File: config.mk
export PLATFORM = sky130hd
export DESIGN_NAME = etc_core
export DESIGN_NICKNAME = d
export VERILOG_FILES = /design/src/shared/etc_pkg.sv /design/src/hdl/etc_core.sv
export SDC_FILE = /design/constraint.sdc
export NUM_CORES = 1
export LEC_CHECK = 0
export BUFFER_PORTS_ARGS = -buffer_cell sky130_fd_sc_hd__buf_2
export CAP_MARGIN = 20
export CORE_AREA = 3 3 199 201
export DETAILED_ROUTE_END_ITERATION = 8
export DIE_AREA = 0 0 202 204
export HOLD_SLACK_MARGIN = 0.12
export PLACE_DENSITY = 0.56
export SLEW_MARGIN = 25
export SYNTH_ARGS = -nofsm -noshare
export SYNTH_HDL_FRONTEND = slang
export SYNTH_SLANG_ARGS = --single-unit
File: constraint.sdc
create_clock -name CORE_CLK_IN -period 8.88 [get_ports CORE_CLK_IN]
set_input_delay 1.776 -clock CORE_CLK_IN [delete_from_list [all_inputs] [get_ports CORE_CLK_IN]]
set_output_delay 1.776 -clock CORE_CLK_IN [all_outputs]
set_load 0.005 [all_outputs]
File: src/shared/etc_pkg.sv
// Package with register map, field positions and timing constants of the elapsed-time counter.
// Behaviour
// - 44-bit counter advances every 244 us tick.
// - Running counter plus user-visible copy, gated update.
// - Supply modes count only on chosen source.
// - Event mode counts while gate input active.
// - Power-fail blocks event-mode counting.
// - Match flag when seconds equal alarm value.
// - Match irq enable drives interrupt low.
// - Flags and interrupt work on either supply.
// - Fraction bytes at 00h and 01h.
// - Seconds at 02h-05h, low byte first.
// - Alarm at 06h-09h, low byte first.
// - Visible copy refreshed every tick while update bit set.
// - Nonzero rate select sets periodic flag.
// - Periodic flag sticky until host clears.
// - Periodic irq enable drives interrupt low.
// - Periodic intervals 244 us to 24.27 days.
// - Time writes shift periodic flag timing.
// - Square wave uses separate prescaler.
// - Oscillator disabled freezes the counter and holds the square-wave prescaler at zero; the tick divider still runs.
// - Registers undefined at first power-up.
// - Byte port with chip, output, write enables.
// - Source select: always, event, primary, battery.
// - Polarity bit selects gate active level.
// - Copy tracks count while update bit set.
// - Rate codes map to listed frequencies.
package etc_pkg;
  localparam int CNT_W  = 44;
  localparam int FRAC_W = 12;
  localparam int SEC_W  = 32;
  localparam logic [3:0] A_FRAC_LO = 4'h0;
  localparam logic [3:0] A_FRAC_HI = 4'h1;
  localparam logic [3:0] A_SEC0    = 4'h2;
  localparam logic [3:0] A_SEC3    = 4'h5;
  localparam logic [3:0] A_ALM0    = 4'h6;
  localparam logic [3:0] A_ALM3    = 4'h9;
  localparam logic [3:0] A_CFG     = 4'ha;
  localparam logic [3:0] A_RATE    = 4'hb;
  localparam logic [3:0] A_FLAGS   = 4'hc;
  localparam int B_TE = 7, B_OSC = 6, B_SRC_HI = 5, B_SRC_LO = 4;
  localparam int B_POL = 3, B_SQE = 2, B_PIE = 1, B_AIE = 0;
  localparam int B_OSF = 7, B_UIP = 6, B_PF = 1, B_MATCH_FLAG = 0;
  localparam int B_SQSYNC = 0;
  localparam logic [1:0] SRC_ALWAYS = 2'h0;
  localparam logic [1:0] SRC_EVENT  = 2'h1;
  localparam logic [1:0] SRC_PRI    = 2'h2;
  localparam logic [1:0] SRC_BAT    = 2'h3;
  localparam logic [2:0] TICK_DIV_LAST = 3'h7;
  localparam logic [7:0] CFG_RESET  = 8'h00;
  localparam logic [7:0] RATE_RESET = 8'h00;
  typedef struct packed {
    logic       chip_sel_n;
    logic       out_en_n;
    logic       wr_en_n;
    logic [3:0] addr;
  } etc_bus_t;
endpackage : etc_pkg

File: src/hdl/etc_core.sv
// Elapsed-time counter core with byte-wide register port.
module etc_core (
  input  wire logic       CORE_CLK_IN,
  input  wire logic       RESET_N_IN,
  input  wire logic       OSC_TICK_IN,
  input  wire logic       ON_BATTERY_IN,
  input  wire logic       POWER_FAIL_IN,
  input  wire logic       COUNT_GATE_IN,
  input  wire logic       CHIP_SEL_N_IN,
  input  wire logic       OUT_EN_N_IN,
  input  wire logic       WR_EN_N_IN,
  input  wire logic [3:0] ADDR_IN,
  input  wire logic [7:0] DATA_IO_IN,
  output logic      [7:0] DATA_IO_OUT,
  output logic            DATA_IO_OE_OUT,
  output logic            INT_N_OE_OUT,
  output logic            INT_N_OUT,
  output logic            SQ_WAVE_OUT,
  output logic            SQ_WAVE_OE_OUT
);
  localparam int SW = 2;
  logic [SW-1:0] osc_s_reg, gate_s_reg, bat_s_reg, pf_s_reg, cs_s_reg, oe_s_reg, we_s_reg;
  logic [3:0]    addr_s1_reg, addr_s2_reg;
  logic [7:0]    din_s1_reg, din_s2_reg;
  logic          osc_d_reg, we_d_reg;
  logic [2:0]    div_reg, div_next;
  logic [14:0]   sq_pre_reg, sq_pre_next;
  localparam int CNT_W_L = etc_pkg::CNT_W;
  logic [CNT_W_L-1:0] run_reg, run_next, vis_reg, vis_next;
  logic          int_lvl_reg;
  logic [31:0]   alm_reg, alm_next;
  logic [7:0]    cfg_reg, cfg_next, rate_reg, rate_next;
  logic          sqsync_reg, sqsync_next;
  logic          pflag_reg, pflag_next, mflag_reg, mflag_next;
  logic          osf_reg, osf_next, uip_reg, uip_next;
  logic [7:0]    dout_reg, dout_next;
  logic          doe_reg, doe_next, irq_reg, irq_next, sq_reg, sq_next, sqoe_reg, sqoe_next;

  function automatic logic rate_hit(input logic [3:0] sel, input logic [43:0] c);
    case (sel)
      4'h1: rate_hit = 1'b1;
      4'h2: rate_hit = c[0] == 1'b0;
      4'h3: rate_hit = c[1:0] == 2'h0;
      4'h4: rate_hit = c[2:0] == 3'h0;
      4'h5: rate_hit = c[3:0] == 4'h0;
      4'h6: rate_hit = c[4:0] == 5'h00;
      4'h7: rate_hit = c[8:0] == 9'h000;
      4'h8: rate_hit = c[9:0] == 10'h000;
      4'h9: rate_hit = c[10:0] == 11'h000;
      4'ha: rate_hit = c[11:0] == 12'h000;
      4'hb: rate_hit = c[17:0] == 18'h00000;
      4'hc: rate_hit = c[23:0] == 24'h000000;
      4'hd: rate_hit = c[27:0] == 28'h0000000;
      4'he: rate_hit = c[30:0] == 31'h00000000;
      4'hf: rate_hit = c[32:0] == 33'h000000000;
      default: rate_hit = 1'b0;
    endcase
  endfunction : rate_hit

  function automatic logic [7:0] byte_of(input logic [43:0] v, input logic [3:0] a);
    case (a)
      etc_pkg::A_FRAC_LO: byte_of = {v[3:0], 4'h0};
      etc_pkg::A_FRAC_HI: byte_of = v[11:4];
      4'h2:    byte_of = v[19:12];
      4'h3:    byte_of = v[27:20];
      4'h4:    byte_of = v[35:28];
      4'h5:    byte_of = v[43:36];
      default: byte_of = 8'h00;
    endcase
  endfunction : byte_of

  logic tick, counting, wr_stb, rd_act, osc_edge, gate_act, sel_ok;
  logic [1:0] src;
  always_comb begin
    osc_edge = osc_s_reg[1] & ~osc_d_reg;
    tick     = osc_edge && div_reg == etc_pkg::TICK_DIV_LAST && cfg_reg[etc_pkg::B_OSC];
    src      = {cfg_reg[etc_pkg::B_SRC_HI], cfg_reg[etc_pkg::B_SRC_LO]};
    gate_act = gate_s_reg[1] == cfg_reg[etc_pkg::B_POL];
    case (src)
      etc_pkg::SRC_ALWAYS: sel_ok = 1'b1;
      etc_pkg::SRC_EVENT:  sel_ok = gate_act & ~pf_s_reg[1];
      etc_pkg::SRC_PRI:    sel_ok = ~bat_s_reg[1];
      etc_pkg::SRC_BAT:    sel_ok = bat_s_reg[1];
      default:             sel_ok = 1'b0;
    endcase
    counting = tick & sel_ok;
    wr_stb   = ~cs_s_reg[1] & ~we_s_reg[1] & we_d_reg & ~pf_s_reg[1];
    rd_act   = ~cs_s_reg[1] & ~oe_s_reg[1] & we_s_reg[1] & ~pf_s_reg[1];
  end

  always_comb begin
    div_next    = osc_edge ? div_reg + 3'h1 : div_reg;
    sq_pre_next = (sqsync_reg || !cfg_reg[etc_pkg::B_OSC]) ? '0 :
                  (osc_edge ? sq_pre_reg + 15'h0001 : sq_pre_reg);
    run_next    = counting ? run_reg + 44'h1 : run_reg;
    vis_next    = (cfg_reg[etc_pkg::B_TE] && tick) ? run_next : vis_reg;
    uip_next    = cfg_reg[etc_pkg::B_TE] && osc_edge && div_reg == 3'h6;
    alm_next    = alm_reg;
    cfg_next    = cfg_reg;
    rate_next   = rate_reg;
    sqsync_next = sqsync_reg;
    osf_next    = osf_reg | ~cfg_reg[etc_pkg::B_OSC];
    pflag_next  = pflag_reg;
    mflag_next  = mflag_reg;
    if (wr_stb) begin
      case (addr_s2_reg)
        etc_pkg::A_FRAC_LO: begin
          run_next[3:0] = din_s2_reg[7:4];
          sqsync_next   = din_s2_reg[etc_pkg::B_SQSYNC];
        end
        etc_pkg::A_FRAC_HI: run_next[11:4] = din_s2_reg;
        4'h2: run_next[19:12] = din_s2_reg;
        4'h3: run_next[27:20] = din_s2_reg;
        4'h4: run_next[35:28] = din_s2_reg;
        etc_pkg::A_SEC3: run_next[43:36] = din_s2_reg;
        etc_pkg::A_ALM0: alm_next[7:0] = din_s2_reg;
        4'h7: alm_next[15:8] = din_s2_reg;
        4'h8: alm_next[23:16] = din_s2_reg;
        etc_pkg::A_ALM3: alm_next[31:24] = din_s2_reg;
        etc_pkg::A_CFG:  cfg_next = din_s2_reg;
        etc_pkg::A_RATE: rate_next = din_s2_reg;
        etc_pkg::A_FLAGS: begin
          if (!din_s2_reg[etc_pkg::B_PF]) pflag_next = 1'b0;
          if (!din_s2_reg[etc_pkg::B_MATCH_FLAG]) mflag_next = 1'b0;
          osf_next = 1'b0;
        end
        default: ;
      endcase
      if (addr_s2_reg <= etc_pkg::A_SEC3) vis_next = run_next;
    end
    if (counting && rate_hit(rate_reg[7:4], run_next)) pflag_next = 1'b1;
    if (run_next[43:12] == alm_reg && counting) mflag_next = 1'b1;
  end

  always_comb begin
    dout_next = dout_reg;
    doe_next  = rd_act;
    if (rd_act) begin
      case (addr_s2_reg)
        etc_pkg::A_FRAC_LO: dout_next = {vis_reg[3:0], 3'h0, sqsync_reg};
        etc_pkg::A_ALM0:  dout_next = alm_reg[7:0];
        4'h7:             dout_next = alm_reg[15:8];
        4'h8:             dout_next = alm_reg[23:16];
        etc_pkg::A_ALM3:  dout_next = alm_reg[31:24];
        etc_pkg::A_CFG:   dout_next = cfg_reg;
        etc_pkg::A_RATE:  dout_next = rate_reg;
        etc_pkg::A_FLAGS: dout_next = {osf_reg, uip_reg, 4'h0, pflag_reg, mflag_reg};
        default:          dout_next = byte_of(vis_reg, addr_s2_reg);
      endcase
    end
    irq_next  = (pflag_reg & cfg_reg[etc_pkg::B_PIE]) | (mflag_reg & cfg_reg[etc_pkg::B_AIE]);
    sqoe_next = ~pf_s_reg[1];
    sq_next   = cfg_reg[etc_pkg::B_SQE] &&
                (rate_reg[3:0] == 4'h0 ? osc_s_reg[1] : sq_pre_reg[rate_reg[3:0] + 4'h1 - 4'h2 + 4'h1 - 4'h1]);
  end

  // Reset is an elaboration convenience; register contents are otherwise unspecified.
  always_ff @(posedge CORE_CLK_IN or negedge RESET_N_IN) begin
    if (!RESET_N_IN) begin
      osc_s_reg <= '0; gate_s_reg <= '0; bat_s_reg <= '0; pf_s_reg <= '0;
      cs_s_reg <= '1; oe_s_reg <= '1; we_s_reg <= '1;
      addr_s1_reg <= '0; addr_s2_reg <= '0; din_s1_reg <= '0; din_s2_reg <= '0;
      osc_d_reg <= 1'b0; we_d_reg <= 1'b1; div_reg <= '0; sq_pre_reg <= '0;
      run_reg <= '0; vis_reg <= '0; alm_reg <= '0;
      cfg_reg <= etc_pkg::CFG_RESET; rate_reg <= etc_pkg::RATE_RESET;
      sqsync_reg <= 1'b0; pflag_reg <= 1'b0; mflag_reg <= 1'b0;
      osf_reg <= 1'b1; uip_reg <= 1'b0;
      dout_reg <= '0; doe_reg <= 1'b0; irq_reg <= 1'b0; sq_reg <= 1'b0; sqoe_reg <= 1'b0;
      int_lvl_reg <= 1'b0;
    end else begin
      int_lvl_reg <= 1'b0;
      osc_s_reg <= {osc_s_reg[0], OSC_TICK_IN};
      gate_s_reg <= {gate_s_reg[0], COUNT_GATE_IN};
      bat_s_reg <= {bat_s_reg[0], ON_BATTERY_IN};
      pf_s_reg <= {pf_s_reg[0], POWER_FAIL_IN};
      cs_s_reg <= {cs_s_reg[0], CHIP_SEL_N_IN};
      oe_s_reg <= {oe_s_reg[0], OUT_EN_N_IN};
      we_s_reg <= {we_s_reg[0], WR_EN_N_IN};
      addr_s1_reg <= ADDR_IN; addr_s2_reg <= addr_s1_reg;
      din_s1_reg <= DATA_IO_IN; din_s2_reg <= din_s1_reg;
      osc_d_reg <= osc_s_reg[1]; we_d_reg <= we_s_reg[1];
      div_reg <= div_next; sq_pre_reg <= sq_pre_next;
      run_reg <= run_next; vis_reg <= vis_next; alm_reg <= alm_next;
      cfg_reg <= cfg_next; rate_reg <= rate_next; sqsync_reg <= sqsync_next;
      pflag_reg <= pflag_next; mflag_reg <= mflag_next;
      osf_reg <= osf_next; uip_reg <= uip_next;
      dout_reg <= dout_next; doe_reg <= doe_next; irq_reg <= irq_next;
      sq_reg <= sq_next; sqoe_reg <= sqoe_next;
    end
  end

  assign DATA_IO_OUT    = dout_reg;
  assign DATA_IO_OE_OUT = doe_reg;
  assign INT_N_OUT      = int_lvl_reg;
  assign INT_N_OE_OUT   = irq_reg;
  assign SQ_WAVE_OUT    = sq_reg;
  assign SQ_WAVE_OE_OUT = sqoe_reg;

  property p_run_step;
    @(posedge CORE_CLK_IN) disable iff (!RESET_N_IN) counting && !wr_stb |=> run_reg == $past(run_reg) + 44'h1;
  endproperty
  a_run_step: assert property (p_run_step) else $error("Counter did not step.");
  property p_frozen;
    @(posedge CORE_CLK_IN) disable iff (!RESET_N_IN) !cfg_reg[etc_pkg::B_OSC] && !wr_stb |=> $stable(run_reg);
  endproperty
  a_frozen: assert property (p_frozen) else $error("Counter moved with oscillator off.");
  property p_pf_block;
    @(posedge CORE_CLK_IN) disable iff (!RESET_N_IN) src == etc_pkg::SRC_EVENT && pf_s_reg[1] |-> !counting;
  endproperty
  a_pf_block: assert property (p_pf_block) else $error("Counted during power fail.");
  property p_gate;
    @(posedge CORE_CLK_IN) disable iff (!RESET_N_IN) src == etc_pkg::SRC_EVENT && !gate_act |-> !counting;
  endproperty
  a_gate: assert property (p_gate) else $error("Counted with gate inactive.");
  property p_irq;
    @(posedge CORE_CLK_IN) disable iff (!RESET_N_IN) mflag_reg && cfg_reg[etc_pkg::B_AIE] |=> INT_N_OE_OUT;
  endproperty
  a_irq: assert property (p_irq) else $error("Match interrupt not driven.");
  property p_pirq;
    @(posedge CORE_CLK_IN) disable iff (!RESET_N_IN) pflag_reg && cfg_reg[etc_pkg::B_PIE] |=> INT_N_OE_OUT;
  endproperty
  a_pirq: assert property (p_pirq) else $error("Periodic interrupt not driven.");
  property p_sticky;
    @(posedge CORE_CLK_IN) disable iff (!RESET_N_IN) pflag_reg && !wr_stb |=> pflag_reg;
  endproperty
  a_sticky: assert property (p_sticky) else $error("Periodic flag dropped.");
  property p_copy;
    @(posedge CORE_CLK_IN) disable iff (!RESET_N_IN) cfg_reg[etc_pkg::B_TE] && tick && !wr_stb |=> vis_reg == run_reg;
  endproperty
  a_copy: assert property (p_copy) else $error("Visible copy not refreshed.");
  c_irq:   cover property (@(posedge CORE_CLK_IN) INT_N_OE_OUT);
  c_match: cover property (@(posedge CORE_CLK_IN) mflag_reg);
  c_read:  cover property (@(posedge CORE_CLK_IN) doe_reg);
endmodule : etc_core

==> impl_results.md <==
* Outcome: finished, final reports clean
* Site Rows at 71
* Period utilization at 41.1%
* Number of I/O pins at 34
* Detail Route Antenna Nets at 0
* Final core occ at 34.1%
* VDD IR max at 0.000146 V
* # nets final at 1211
* Multi-input gate area at 5640 um^2
* Setup total negative slack at 0 ns
* Synthesized area per cell at 9.59 um^2
* RSZ-0062 raised after global routing: false
* Number of global-route vias before repair at 9542
* Clock skew at 0.0163 ns
* Final hold viol count at 0
* Largest net degree at the start of global routing at 86
* Sequential share of the synthesized area at 46.7%
* Synth Area in Simple Gates at 18.4%
* Final Cell Area at 12900 um^2
* Crit-path max FO at 10
* Area post-placement at 12000 um^2
* Critical path startpoint category: flop
* Die Y-Extent at 204 um
* Primary FF master, synth: dfrtp_1
* Gate power share at 15.0%
* H-tree depth at 1
* Remaining Overflow, GRT at 0
* Synth warnings at 0
* Slew HR at 37.1%
* Number of enable flip-flop cells after synthesis at 0
* Routed len/inst at 23.6 um
* Reg2reg setup slack at 5.23 ns
* Core ar. at 37800 um^2
* Fmax at 274 MHz
* Tot GR Track Use at 19.3%
* Post-Syn Area at 11300 um^2
* Clock sinks at 211
* Post_cts resized at 0
* Max_cap viols at 0
* Final wirelength at 40.5 mm
* CTS root buf: clkbuf_16
* Min Tclk post-route at 3.65 ns
* Chip width at 202 um
* Hold Path Class: flop to flop
* Distinct cells, synth at 83
* Pleak at 5.15 nW
* Crit path DAT at 4.10 ns
* CTS Buf Count at 25
* Largest family of logic cells by synthesized area: simple AND/OR/NAND/NOR gates
* Final setup viols at 0
* Pwr Density at 212 nW/um^2
* Worst EP required at 9.33 ns
* Worst-Skew Late Latency at 0.54 ns
* Post-CTS Hold Buffers at 0
* Share of post-route cells with drive strength above 1 at 14.8%
* Post-Synth Adder-Cell Area at 0.773%
* CTS tree: yes
* Setup bufs post-CTS at 0
* DRT iter0 DRCs at 1169
* Most frequent CP cell: ha_1
* ANT cells at 0
* Crit Path Class: flop to flop
* Placer Congestion at 0.979
* Gate Count Post-Synth at 1181
* Clock share of power at 39.1%
* Antenna violations before repair at 0
* Fillers at 3904
* CP top delay family: simple AND/OR/NAND/NOR gates
* Drc violations at 0
* CP bufs+invs at 0
* Seq cells post-synth at 211
* Seq pwr share at 45.9%
* Synth Area in XOR/XNOR at 7.84%
* Multiplexer share of the synthesized area at 4.75%
* CTS Buffer Depth at 3
* Synth async-reset ratio at 100%
* Starting Density at 30.0%
* Critical-path cell list: ha_1 > ha_1 > and4b_1 > nand2_1 > nor4_2 > xnor2_1 > a31o_2 > a2111oi_0 > nand4_1 > o31ai_2
* PortBufs at 32
* Internal power at 0.00190 W
* Net Switching at 0.000842 W
* CP max-delay cell: nor4_2
* Post-synthesis compound-gate area fraction at 17.8%
* Synthesis-to-finish area growth at 13.8%
* Post-Syn Nets at 1209
* CP endpoint kind: flop
* Final Max Tran Viols at 0
* First-pass GRT wire length at 61.5 mm
* Die area at 41200 um^2
* DR vias/cell at 5.72
* Worst slew pin tran at 0.943 ns
* Pre-antenna DRT Iters at 6
* Dpl hpwl at 28.3 mm
* Largest stage delay, worst path at 0.63 ns
* Vias at 9792
* FF/Latch Area at 5290 um^2
* Overall power at 0.00274 W
* Sw Ratio at 30.8%
* Clock transition at path regs at 0.06 ns
==> kinds of logic after synthesis <==
logic type,Yosys count
simple gates,395
compound gates,315
flops,211
buf+inv,107
xor+xnor,99
mux,46
fa+ha+maj,7
other cells,1
==> worst register-to-register path, delay by kind of cell (launching register included) <==
kind	cells	cell delay, ns
flip-flops	1	0.37
XOR/XNOR	1	0.30
adder cells (fa/ha/maj)	2	0.28
AND/OR/NAND/NOR	4	1.52
AO/OA/AOI/OAI	3	1.13
==> synth_stat cells, types with 4 or more instances <==
master	number	share of area, %
a21oi_1	103	4.5
a221oi_1	5	0.39
a222oi_1	6	0.53
a22o_1	8	0.62
a22oi_1	16	1.1
a31oi_1	17	0.94
a32oi_1	8	0.62
and2_1	8	0.44
and3_1	21	1.2
and4_1	7	0.54
buf_1	5	0.17
buf_2	5	0.22
clkbuf_1	71	2.4
dfrtp_1	203	45
dfstp_2	8	1.9
ha_1	7	0.77
inv_1	22	0.73
mux2_2	32	3.2
mux2i_1	11	0.97
nand2_1	90	3.0
nand2b_1	6	0.33
nand3_1	42	1.9
nand3b_1	5	0.33
nand4_1	29	1.6
nor2_1	96	3.2
nor2b_1	8	0.44
nor3_1	27	1.2
nor4_1	13	0.72
nor4b_1	5	0.39
o211ai_1	6	0.40
o21ai_0	46	2.0
o21ai_1	6	0.27
o22ai_1	49	2.7
o41ai_1	4	0.31
or2_2	4	0.22
or4_1	7	0.46
or4_4	5	0.50
xnor2_1	48	3.7
xor2_1	49	3.8
==> area by class of cell <==
type / count / share of cell area, %
clock buffer: 32 / 5.37
timing repair buffer: 59 / 2.92
sequential: 211 / 41.0
tap: 511 / 4.96
inverter: 23 / 0.670
clock inverter: 14 / 1.26
multi-input combinational: 863 / 43.8
==> power by group through the flow <==
| stage | Sequential, W | Clock (W) | Combinational [W] |
|---|---|---|---|
| 2_1_floorplan | 0.00117 | 0 | 0.000291 |
| 3_3_place_gp | 0.00126 | 0 | 0.000399 |
| 3_5_place_dp | 0.00126 | 0 | 0.000402 |
| 4_1_cts | 0.00125 | 0.00110 | 0.000405 |
| 5_1_grt | 0.00127 | 0.00114 | 0.000455 |
| 6_report | 0.00126 | 0.00107 | 0.000409 |
==> stage by stage <==
stage	hold WS (ns)	setup WS [ns]	instances
floorplan	0.331	5.69	1181
global placement	0.334	5.28	1667
detailed placement	0.335	5.26	1667
CTS	0.346	5.27	1713
global route	0.353	4.98	1713
finish	0.343	5.23	1713
==> final timing paths <==
check | start | endpoint | depth (start not counted)
worst max-delay path | div_reg[1] | mflag_reg | 10
worst min-delay path | pf_s_reg[0] | pf_s_reg[1] | 0
worst max register to register | div_reg[1] | mflag_reg | 10
worst min register to register | pf_s_reg[0] | pf_s_reg[1] | 0
max in group asynchronous | RESET_N_IN | din_s1_reg[7] | 2
min in group asynchronous | RESET_N_IN | din_s1_reg[4] | 1
==> cell usage in the layout (no fill, tap or decap), drive strengths merged, types with 21 or more instances in the layout <==
cell type  instances
dfrtp            203
a21oi            103
nor2              96
nand2             90
buf               59
o21ai             52
xor2              49
o22ai             49
xnor2             49
nand3             43
mux2              32
clkbuf            32
nand4             29
nor3              29
inv               23
and3              21
==> metal layers <==
layer / wire length, um / track usage, % / vias up
li1: - / - / 4361
met1: 17700 / 27.8 / 4826
met2: 17400 / 28.9 / 492
met3: 3370 / 2.88 / 113
met4: 1940 / 8.35 / 0
met5: 0 / 0 / -
(Power assumes the default switching activity.)
